==> config.mk <==
export PLATFORM = sky130hd
export DESIGN_NAME = sarsr_core
export DESIGN_NICKNAME = d
export VERILOG_FILES = /design/src/sarsr_pkg.sv /design/src/sarsr_sync.sv /design/src/sarsr_core.sv
export SDC_FILE = /design/constraint.sdc
export NUM_CORES = 1
export LEC_CHECK = 0
export CORE_ASPECT_RATIO = 0.9
export CORE_MARGIN = 1
export CORE_UTILIZATION = 45
export DETAILED_ROUTE_END_ITERATION = 10
export DONT_BUFFER_PORTS = 1
export PLACE_DENSITY = 0.62
export SLEW_MARGIN = 20
export SYNTH_ARGS = -nofsm -noshare
export SYNTH_HDL_FRONTEND = slang
export SYNTH_SLANG_ARGS = --single-unit
==> constraint.sdc <==
create_clock -name clk_in -period 6.3 [get_ports clk_in]
set_clock_uncertainty 0.05 [all_clocks]
set_input_delay 0 -clock clk_in [delete_from_list [all_inputs] [get_ports clk_in]]
set_output_delay 0 -clock clk_in [all_outputs]
set_load 0.02 [all_outputs]
==> src/sarsr_pkg.sv <==
// Package: shared types and constants of the serial SAR readout block
package sarsr_pkg;

	// Result width and conversion sequence figures
	localparam int          SARSR_CODE_W    = 12;
	localparam logic [11:0] SARSR_MIDSCALE  = 12'h800;
	localparam logic [11:0] SARSR_CODE_ZERO = 12'h000;
	localparam logic [4:0]  SARSR_NULL_EDGE = 5'h01;
	localparam logic [3:0]  SARSR_TOP_IDX   = 4'hb;
	localparam logic [3:0]  SARSR_REP_FIRST = 4'h1;
	localparam logic [3:0]  SARSR_REP_END   = 4'hc;
	localparam int          SARSR_SYNC_W    = 3;

	// Pin inputs from the host and the comparator
	typedef struct packed {
		logic select_shutdown_n;
		logic serial_bit_clock;
		logic comparator_high;
	} sarsr_pins_t;

	// Controls towards the analog section
	typedef struct packed {
		logic        analog_power;
		logic        sample_input;
		logic [11:0] trial_code;
	} sarsr_analog_t;

	// Sequencer states
	typedef enum logic [2:0] {
		ST_OFF,
		ST_SAMPLE,
		ST_CONVERT,
		ST_REPEAT,
		ST_DONE
	} sarsr_state_t;

endpackage

==> src/sarsr_sync.sv <==
// Two-stage synchroniser for asynchronous pin levels
`timescale 1ns/1ps
module sarsr_sync #(
	parameter int WIDTH = 1
) (
	// Clock and reset
	input  wire logic             clk_in,
	input  wire logic             rst_n_in,
	// Levels
	input  wire logic [WIDTH-1:0] async_in,
	output logic      [WIDTH-1:0] sync_out
);

	logic [WIDTH-1:0] meta_reg;

	// First stage feeds only the second stage
	always_ff @(posedge clk_in) begin
		if (!rst_n_in) begin
			meta_reg <= '0;
			sync_out <= '0;
		end else begin
			meta_reg <= async_in;
			sync_out <= meta_reg;
		end
	end

endmodule

==> src/sarsr_core.sv <==
// Conversion sequencer and three-wire serial output of the 12-bit SAR converter
// Function
// Falling select starts a conversion and its transfer; sampling begins then.
// First one and a half to two bit clocks acquire input before deciding.
// Output tri-stated until second falling bit clock, then low null bit.
// Next twelve periods carry twelve decisions, top bit first.
// Output bit changes on each falling bit clock edge.
// Host captures on rising bit clock edge, falling only if hold allows.
// Further clocks after bottom bit resend result bottom bit first.
// After top bit repeated, output tri-states and later clocks are ignored.
// New conversion only after select goes high then low again.
// Shifted bits belong to this frame's conversion, no pipeline delay.
// Host keeps bit clock between 10 kHz and 3.2 MHz.
// At most 200,000 conversions per second, sixteen clocks per frame.
// Result is straight binary: FFF full scale, 800 mid, 000 zero.
// Select low operates; select high is full shutdown of both sections.
// Raising select early abandons the conversion and shuts down.
// Output is high impedance whenever select is high.
`timescale 1ns/1ps
module sarsr_core
	import sarsr_pkg::*;
(
	// Clock and reset
	input  wire logic                    clk_in,
	input  wire logic                    rst_n_in,
	// Host pins and comparator
	input  wire sarsr_pkg::sarsr_pins_t  pins_in,
	// Serial output pin
	output logic                         serial_data_out,
	output logic                         serial_data_oe_out,
	// Analog section controls
	output sarsr_pkg::sarsr_analog_t     analog_out,
	// Digital section powered
	output logic                         digital_active_out
);
	import sarsr_pkg::*;

	sarsr_pins_t  pins_s;
	sarsr_state_t state_reg;
	sarsr_state_t state_next;
	logic         sck_prev_reg;
	logic         sel_prev_reg;
	logic [4:0]   edge_cnt_reg;
	logic [3:0]   bit_idx_reg;
	logic [11:0]  code_reg;
	logic [11:0]  code_next;

	// Pins cross into the system clock through two flip-flops
	sarsr_sync #(
		.WIDTH (SARSR_SYNC_W)
	) i_sarsr_sync (
		.clk_in   (clk_in),
		.rst_n_in (rst_n_in),
		.async_in (pins_in),
		.sync_out (pins_s)
	);

	// Clears bit idx when the comparator rejects it, sets the next lower trial bit
	function automatic logic [11:0] sar_step(input logic [11:0] code, input logic [3:0] idx, input logic keep);
		logic [11:0] c;
		c = code;
		c[idx] = keep;
		if (idx != 4'h0) begin
			c[idx - 4'h1] = 1'b1;
		end
		return c;
	endfunction

	// Edge and level decode of the synchronised pins
	wire selected  = !pins_s.select_shutdown_n;
	wire sel_fall  = sel_prev_reg && selected;
	wire sck_fall  = sck_prev_reg && !pins_s.serial_bit_clock;
	wire decided   = pins_s.comparator_high;
	wire rep_bit   = code_reg[bit_idx_reg];
	wire rep_last  = (bit_idx_reg == SARSR_REP_END);
	wire dec_last  = (bit_idx_reg == 4'h0);
	wire null_edge = (edge_cnt_reg == SARSR_NULL_EDGE);

	// Next trial code; straight binary, kept bit means input at or above the trial level
	assign code_next = sar_step(code_reg, bit_idx_reg, decided);

	// Sequencer next state; select high overrides everything
	always_comb begin
		state_next = state_reg;
		if (!selected) begin
			state_next = ST_OFF;
		end else begin
			unique case (state_reg)
				ST_OFF:     if (sel_fall) state_next = ST_SAMPLE;
				ST_SAMPLE:  if (sck_fall && null_edge) state_next = ST_CONVERT;
				ST_CONVERT: if (sck_fall && dec_last) state_next = ST_REPEAT;
				ST_REPEAT:  if (sck_fall && rep_last) state_next = ST_DONE;
				ST_DONE:    state_next = ST_DONE;
			endcase
		end
	end

	// Edge history; select starts as low so a device selected at reset waits for a toggle
	always_ff @(posedge clk_in) begin
		if (!rst_n_in) begin
			sck_prev_reg <= 1'b0;
			sel_prev_reg <= 1'b0;
			state_reg    <= ST_OFF;
		end else begin
			sck_prev_reg <= pins_s.serial_bit_clock;
			sel_prev_reg <= pins_s.select_shutdown_n;
			state_reg    <= state_next;
		end
	end

	// Falling edge count and bit index
	always_ff @(posedge clk_in) begin
		if (!rst_n_in || state_next == ST_OFF) begin
			edge_cnt_reg <= 5'h00;
			bit_idx_reg  <= SARSR_TOP_IDX;
		end else if (sck_fall) begin
			if (state_reg == ST_SAMPLE) begin
				edge_cnt_reg <= edge_cnt_reg + 5'h01;
			end
			if (state_reg == ST_CONVERT) begin
				bit_idx_reg <= dec_last ? SARSR_REP_FIRST : bit_idx_reg - 4'h1;
			end else if (state_reg == ST_REPEAT && !rep_last) begin
				bit_idx_reg <= bit_idx_reg + 4'h1;
			end
		end
	end

	// Successive-approximation code; trial starts at midscale on the null bit
	always_ff @(posedge clk_in) begin
		if (!rst_n_in || state_next == ST_OFF) begin
			code_reg <= SARSR_CODE_ZERO;
		end else if (sck_fall && state_reg == ST_SAMPLE && null_edge) begin
			code_reg <= SARSR_MIDSCALE;
		end else if (sck_fall && state_reg == ST_CONVERT) begin
			code_reg <= code_next;
		end
	end

	// Serial output; each decision goes out the moment it is made, so no latency
	always_ff @(posedge clk_in) begin
		if (!rst_n_in || state_next == ST_OFF) begin
			serial_data_out    <= 1'b0;
			serial_data_oe_out <= 1'b0;
		end else if (sck_fall) begin
			unique case (state_reg)
				ST_SAMPLE: if (null_edge) begin
					serial_data_oe_out <= 1'b1;
					serial_data_out    <= 1'b0;
				end
				ST_CONVERT: serial_data_out <= decided;
				ST_REPEAT: if (rep_last) begin
					serial_data_oe_out <= 1'b0;
				end else begin
					serial_data_out <= rep_bit;
				end
				ST_OFF, ST_DONE: serial_data_out <= serial_data_out;
			endcase
		end
	end

	// Trial code seen by the array in the cycle after an update
	function automatic logic [11:0] code_next_view();
		if (sck_fall && state_reg == ST_SAMPLE) begin
			return SARSR_MIDSCALE;
		end
		if (sck_fall && state_reg == ST_CONVERT) begin
			return code_next;
		end
		return code_reg;
	endfunction

	// Analog section runs only during acquire and decide; digital while selected and out of ST_OFF
	always_ff @(posedge clk_in) begin
		if (!rst_n_in) begin
			analog_out         <= '0;
			digital_active_out <= 1'b0;
		end else begin
			analog_out.analog_power <= (state_next == ST_SAMPLE) || (state_next == ST_CONVERT);
			analog_out.sample_input <= (state_next == ST_SAMPLE);
			analog_out.trial_code   <= (state_next == ST_CONVERT) ? code_next_view() : SARSR_CODE_ZERO;
			digital_active_out      <= selected && state_next != ST_OFF;
		end
	end
endmodule

==> flow_metrics.tcl, run 1 <==
set metrics [dict create \
    critical_path.startpoint_type "flip-flop" \
    maxSlewHeadroom_pct 48.59 \
    post_synth_most_frequent_cells "dfxtp_1, nor2_1, mux2i_1, clkbuf_1, inv_1" \
    hold_depth 3 \
    htree_num_levels 2 \
    cts.sink_count 49 \
    async_reset_ff_share_pct 0 \
    outcome "complete, no violations" \
    share_seq_of_total_power_pct 49.1 \
    area_added_between_synthesis_and_finish_pct 4.631 \
    floorplan.die.width_um 81.19 \
    clock-root-buffer "clkbuf_8" \
    route.detailed.vias_per_inst 5.930 \
    avgSynthCellArea_um2 8.881 \
    post_synth_inst_count 286 \
    grt_overflow_total 0 \
    drt_first_pass_iters 4 \
    r2r_end "analog_out[9]" \
    worst_hold_startpoint "rst_n_in" \
    antenna_violations_before_repair 0 \
    ff2ff_setup_slack_ps 3210 \
    swShare_pct 34.26 \
    route.antenna.remaining_nets 0 \
    start_util_pct 47.49 \
    total_power_mw 0.7146 \
    clock_latency_ps 300 \
    route.detailed.wl_per_inst_um 17.31 \
    grt_start_max_net_pins 22 \
    yosys_register_bits 49 \
    num-nets-final 289 \
    die_y_um 73.28 \
    timing_worst_slew_pin_value_ps 770.1 \
    cts_tree "done" \
    mappedNetlistArea_mm2 0.002540 \
    drt_first_iter_violations 370 \
    cell_internal_pwr_mw 0.4698 \
    fraction_of_final_layout_cells_with_drive_strength_greater_than_1_pct 8.633 \
    timing.final.crit_period_ps 3088 \
    max_clock_freq_mhz 323.8 \
    path_class "flip-flop to flip-flop" \
    p_per_area_mw_per_mm2 268.9 \
    synthMostInstantiatedCell "dfxtp_1" \
    timing.hold.worst_endpoint "code_reg[4]" \
    cap_violations 0 \
    crit_path_max_incr_delay_ps 640 \
    synth-edff-count 0 \
    io_pins 22 \
    ratio_of_final_minimum_period_to_clock_period_pct 49.01 \
    post-route-drc-count 0 \
    route.vias.total 2046 \
    gpl.final_weighted_congestion 0.9196 \
    antenna_cells 0 \
    synth_top_cell_by_area "dfxtp_1" \
    ir_worst_vdd_v 0.0001552 \
    clk_pin_slew_ps 80 \
    core_area_mm2 0.005349 \
    power.combinational.fraction_pct 26.2 \
    fin_setup_tns_ps 0 \
    global_routing_usage_summed_across_all_routing_layers_pct 22.10 \
    cellLeakagePower_nw 0.9508 \
    worstRegToRegCells 7 \
    io_buffers 0 \
    floorplan.die_area_mm2 0.005949 \
    worstPathCellList "inv_1 -> ha_1 -> and3_1 -> a21oi_1 -> o41ai_4 -> or4b_4 -> nor3_1" \
    report.final.hold_viol_count 0 \
    r2r-start "bit_idx_reg[1]" \
    final_setup_violations 0 \
    p_sw_mw 0.2448 \
    yosysSeqAreaShare_pct 38.62 \
    place_ws_ps 3271 \
    synth_nets 298 \
    worst_setup_path_end_kind "flip-flop" \
    cts_setup_buffers 0 \
    worst_path_cell_with_the_longest_stage_delay "or4b_4" \
    num_rows 25 \
    cts_hold_buf 4 \
    largest_register_ff_count 14 \
    synth-warning-count 0 \
    finalWorstSetupSlack_ps 3212 \
    fillers 513 \
    wl_um 5973 \
    power.clock.fraction_pct 24.7 \
    netlist_cell_types 57 \
    numCtsBuffers 5 \
    yosys-top-cells-area "dfxtp_1, nor2_1, mux2i_1" \
    first_global_vias 1898 \
    cp.arrival_ps 3270 \
    post-dp-hpwl_um 4205 \
    worst_ep_required_time_ps 6480 \
    wire_length_of_the_first_global_routing_pass_um 9791 \
    final_util_pct 49.68 \
    hp-class "primary input to flip-flop" \
    rsz0062_at_grt "false" \
    synth_largest_type_area_fraction_pct 38.62 \
    cts-resized-gates 0 \
    ctsLongestPathBuffers 2 \
    dominantRegCellSynth "dfxtp_1" \
    fin_max_slew_vios 0 \
    crit_path_max_fanout 20 \
]
cells by family (layout without fill, tap and decap cells):
kind of cell | count (synthesis) | after routing | share of synthesized area (%)
adder cells (fa/ha/maj) | 7 | 7 | 3.448
XOR/XNOR | 6 | 6 | 2.069
AND/OR/NAND/NOR | 117 | 117 | 26.11
buffers and inverters | 33 | 25 | 5.468
flip-flops | 49 | 49 | 38.62
AO/OA/AOI/OAI | 59 | 59 | 17.39
multiplexers | 15 | 15 | 6.896
worst max path at each step:
stage / start / endpoint / slack [ps]
floorplan: bit_idx_reg[0] / analog_out[1] / 3640
global placement: bit_idx_reg[0] / analog_out[9] / 3370
detailed placement: bit_idx_reg[1] / analog_out[9] / 3270
CTS: bit_idx_reg[1] / analog_out[9] / 3250
global route: bit_idx_reg[0] / analog_out[9] / 2970
finish: bit_idx_reg[1] / analog_out[9] / 3210
cell usage in the layout (no fill, tap or decap), drive strengths merged, types with 5 or more instances in the layout:
master | netlist | routed
clkbuf | 12 | 8
dfxtp | 49 | 49
ha | 7 | 7
nand4 | 11 | 11
inv | 12 | 12
nand2b | 8 | 8
nor3 | 8 | 8
o21a | 5 | 5
nand2 | 9 | 9
a21oi | 10 | 10
and2 | 8 | 8
nor2 | 36 | 36
a211oi | 6 | 6
mux2i | 13 | 13
or2 | 5 | 5
nand3 | 7 | 7
nor2b | 6 | 6
o21ai | 7 | 7
worst max-delay path, delay by kind of cell, from the launching register on:
family          cells  cell delay [ps]
simple gates        3             1120
compound gates      2              640
fa+ha+maj           1              600
flops               1              400
buf+inv             1              180
power by group through the flow:
stage,Combinational [mW],Clock [mW],Sequential (mW)
after detailed placement,0.182,0,0.358
after global placement,0.180,0,0.358
after global routing,0.202,0.195,0.353
after CTS,0.185,0.183,0.350
after floorplan,0.166,0,0.344
final,0.187,0.177,0.351
cell type report:
class                   count  area (um2)  share of cell area [%]
clock buffers               8       80.08                   3.013
inverters                  12       45.04                   1.695
well taps                  67       83.83                   3.154
multi-input cells         204        1420                   53.44
repair buffers              5       47.55                   1.789
flip-flops and latches     49       980.9                   36.91
stage by stage:
step	hold slack [ps]	cell area, um2	instances
6_report	62.96	2658	345
4_1_cts	66.32	2658	345
2_1_floorplan	77.29	2540	286
3_5_place_dp	77.21	2537	333
3_3_place_gp	74.38	2537	333
5_1_grt	89.21	2658	345
layer usage:
metal | GRT usage (%) | vias up | wire length (um)
met5 | 0 | - | 0
met4 | 7.143 | 0 | 85
met3 | 5.466 | 7 | 379
met1 | 31.74 | 978 | 2914
met2 | 32.21 | 64 | 2593
li1 | - | 997 | -
No activity file was read; power rests on OpenSTA's default activity.
==> run 2: changes to the inputs <==
PLACE_DENSITY = 0.64   (was 0.62)
clock period = 2.7 ns   (was 6.3 ns; I/O delays follow)
==> run 2 against run 1 <==
Combinational power grew 140%. Count of clock-buffer cells in the layout fell by 1. Fmax is 23% higher. Via count decreased by 0.49%. Setup slack worse by 3000 ps. Utilization grew 1.7 points. Sequential power up 130%. Register-to-register slack got worse by 3000 ps. Sequential share of layout area shrank 1.2 points. Critical endpoint is now bit_idx_reg[3].
==> flow_metrics.tcl, run 2 (synthesized netlist as in run 1, its figures left out) <==
set metrics [dict create \
    timing.critical_path.max_delay_family "simple AND/OR/NAND/NOR gates" \
    final_setup_violations 0 \
    grt_overflow_total 0 \
    clk_pin_slew_ps 90 \
    ir_worst_vdd_v 0.0003935 \
    route.antenna.remaining_nets 0 \
    clock-root-buffer "clkbuf_8" \
    critical_path.n_buffers_inverters 1 \
    outcome "complete, no violations" \
    first_global_vias 1871 \
    antenna_violations_before_repair 0 \
    route.detailed.wl_per_inst_um 16.51 \
    worst_ep_required_time_ps 2860 \
    htree_num_levels 2 \
    post-route-drc-count 0 \
    ratio_of_final_minimum_period_to_clock_period_pct 93.06 \
    route.vias.total 2036 \
    cellLeakagePower_nw 1.008 \
    max_clock_freq_mhz 398.0 \
    grt_start_max_net_pins 15 \
    most-common-layout-cells "dfxtp_1, nor2_1, mux2i_1, inv_1, nand4_1" \
    fin_setup_tns_ps 0 \
    antenna_cells 0 \
    floorplan.die.width_um 81.19 \
    area_added_between_synthesis_and_finish_pct 8.128 \
    cp.arrival_ps 2670 \
    critical_path.startpoint_type "flip-flop" \
    wl_um 5846 \
    cap_violations 0 \
    num_rows 25 \
    cts-resized-gates 0 \
    largest_register_ff_count 14 \
    worst_path_cell_with_the_longest_stage_delay "or3b_2" \
    hp-class "primary input to flip-flop" \
    global_routing_usage_summed_across_all_routing_layers_pct 22.01 \
    layout_commonest_cell "dfxtp_1" \
    crit_path_max_incr_delay_ps 570 \
    final_util_pct 51.35 \
    timing_worst_slew_pin_value_ps 618.5 \
    cts_tree "done" \
    drt_first_pass_iters 4 \
    timing.final.crit_period_ps 2513 \
    wire_length_of_the_first_global_routing_pass_um 9701 \
    report.final.hold_viol_count 0 \
    fraction_of_final_layout_cells_with_drive_strength_greater_than_1_pct 12.54 \
    post-dp-hpwl_um 4159 \
    start_util_pct 47.49 \
    worstPathCellList "inv_1 -> ha_1 -> or3b_2 -> nor3_1 -> o41ai_4 -> a31o_2 -> a211o_1" \
    numCtsBuffers 5 \
    route.detailed.vias_per_inst 5.751 \
    io_pins 22 \
    path_class "flip-flop to flip-flop" \
    p_per_area_mw_per_mm2 632.0 \
    crit_path_max_fanout 13 \
    total_power_mw 1.736 \
    floorplan.die_area_mm2 0.005949 \
    num-nets-final 298 \
    fin_max_slew_vios 0 \
    maxSlewHeadroom_pct 57.70 \
    die_y_um 73.28 \
    clock_latency_ps 310 \
    worst_setup_path_end_kind "flip-flop" \
    core_area_mm2 0.005349 \
    gpl.final_weighted_congestion 0.9150 \
    rsz0062_at_grt "false" \
    io_buffers 0 \
    cts.sink_count 49 \
    drt_first_iter_violations 292 \
    ctsLongestPathBuffers 2 \
]
==> run 2: cell types whose count changed in the layout (fill, tap and decap cells not counted) <==
cell,delta
buf_4,+9
clkbuf_1,-3
clkbuf_8,+2
clkinv_2,+1
==> run 2: final timing paths <==
check	start	end	slack (ps)	depth (start not counted)
min reg2reg	i_sarsr_sync.meta_reg[1]	i_sarsr_sync.sync_out[1]	390	1
max	bit_idx_reg[0]	bit_idx_reg[3]	190	7
max reg2reg	bit_idx_reg[0]	bit_idx_reg[3]	190	7
min	rst_n_in	code_reg[10]	60	3
==> run 2: layer usage <==
| layer | vias up | part of all wire [%] | GRT usage, % |
|---|---|---|---|
| li1 | 1018 | - | - |
| met1 | 940 | 50 | 32.62 |
| met2 | 68 | 42 | 30.44 |
| met3 | 10 | 6.1 | 4.472 |
| met4 | 0 | 1.8 | 9.524 |
| met5 | - | 0 | 0 |
==> run 2: what timing repair did <==
action	in CTS	in global routing
hold buffers	4	0
hold endpoints to repair	13	0
setup buffers	0	0
==> run 2: worst reg2reg max path, cell delays in order, from the launching register on <==
cell	delay [ps]
dfxtp_1	320
inv_1	130
ha_1	320
or3b_2	570
nor3_1	340
o41ai_4	110
a31o_2	330
a211o_1	260
==> run 2: power breakdown <==
part | switching (mW) | internal, mW | total, mW
Combinational | 0.276 | 0.170 | 0.446
Clock | 0.239 | 0.232 | 0.471
Sequential | 0.0643 | 0.755 | 0.819
Total | 0.580 | 1.16 | 1.74
==> run 2: cell type report <==
cell class / count / area, um2
fillers: 500 / 2603
clock inverters: 1 / 5.005
multi-input cells: 204 / 1420
repair buffers: 14 / 115.1
inverters: 12 / 45.04
clock buffers: 7 / 96.34
well taps: 67 / 83.83
flip-flops and latches: 49 / 980.9
==> run 2: through the flow <==
step	cell area, um2	std cells	hold slack [ps]	setup WS, ps
finish	2746	354	61.43	187.4
global route	2746	354	84.67	35.29
CTS	2746	354	69.27	183.7
detailed placement	2605	342	75.88	199.1
global placement	2605	342	74.02	225.2
floorplan	2540	286	77.29	39.75
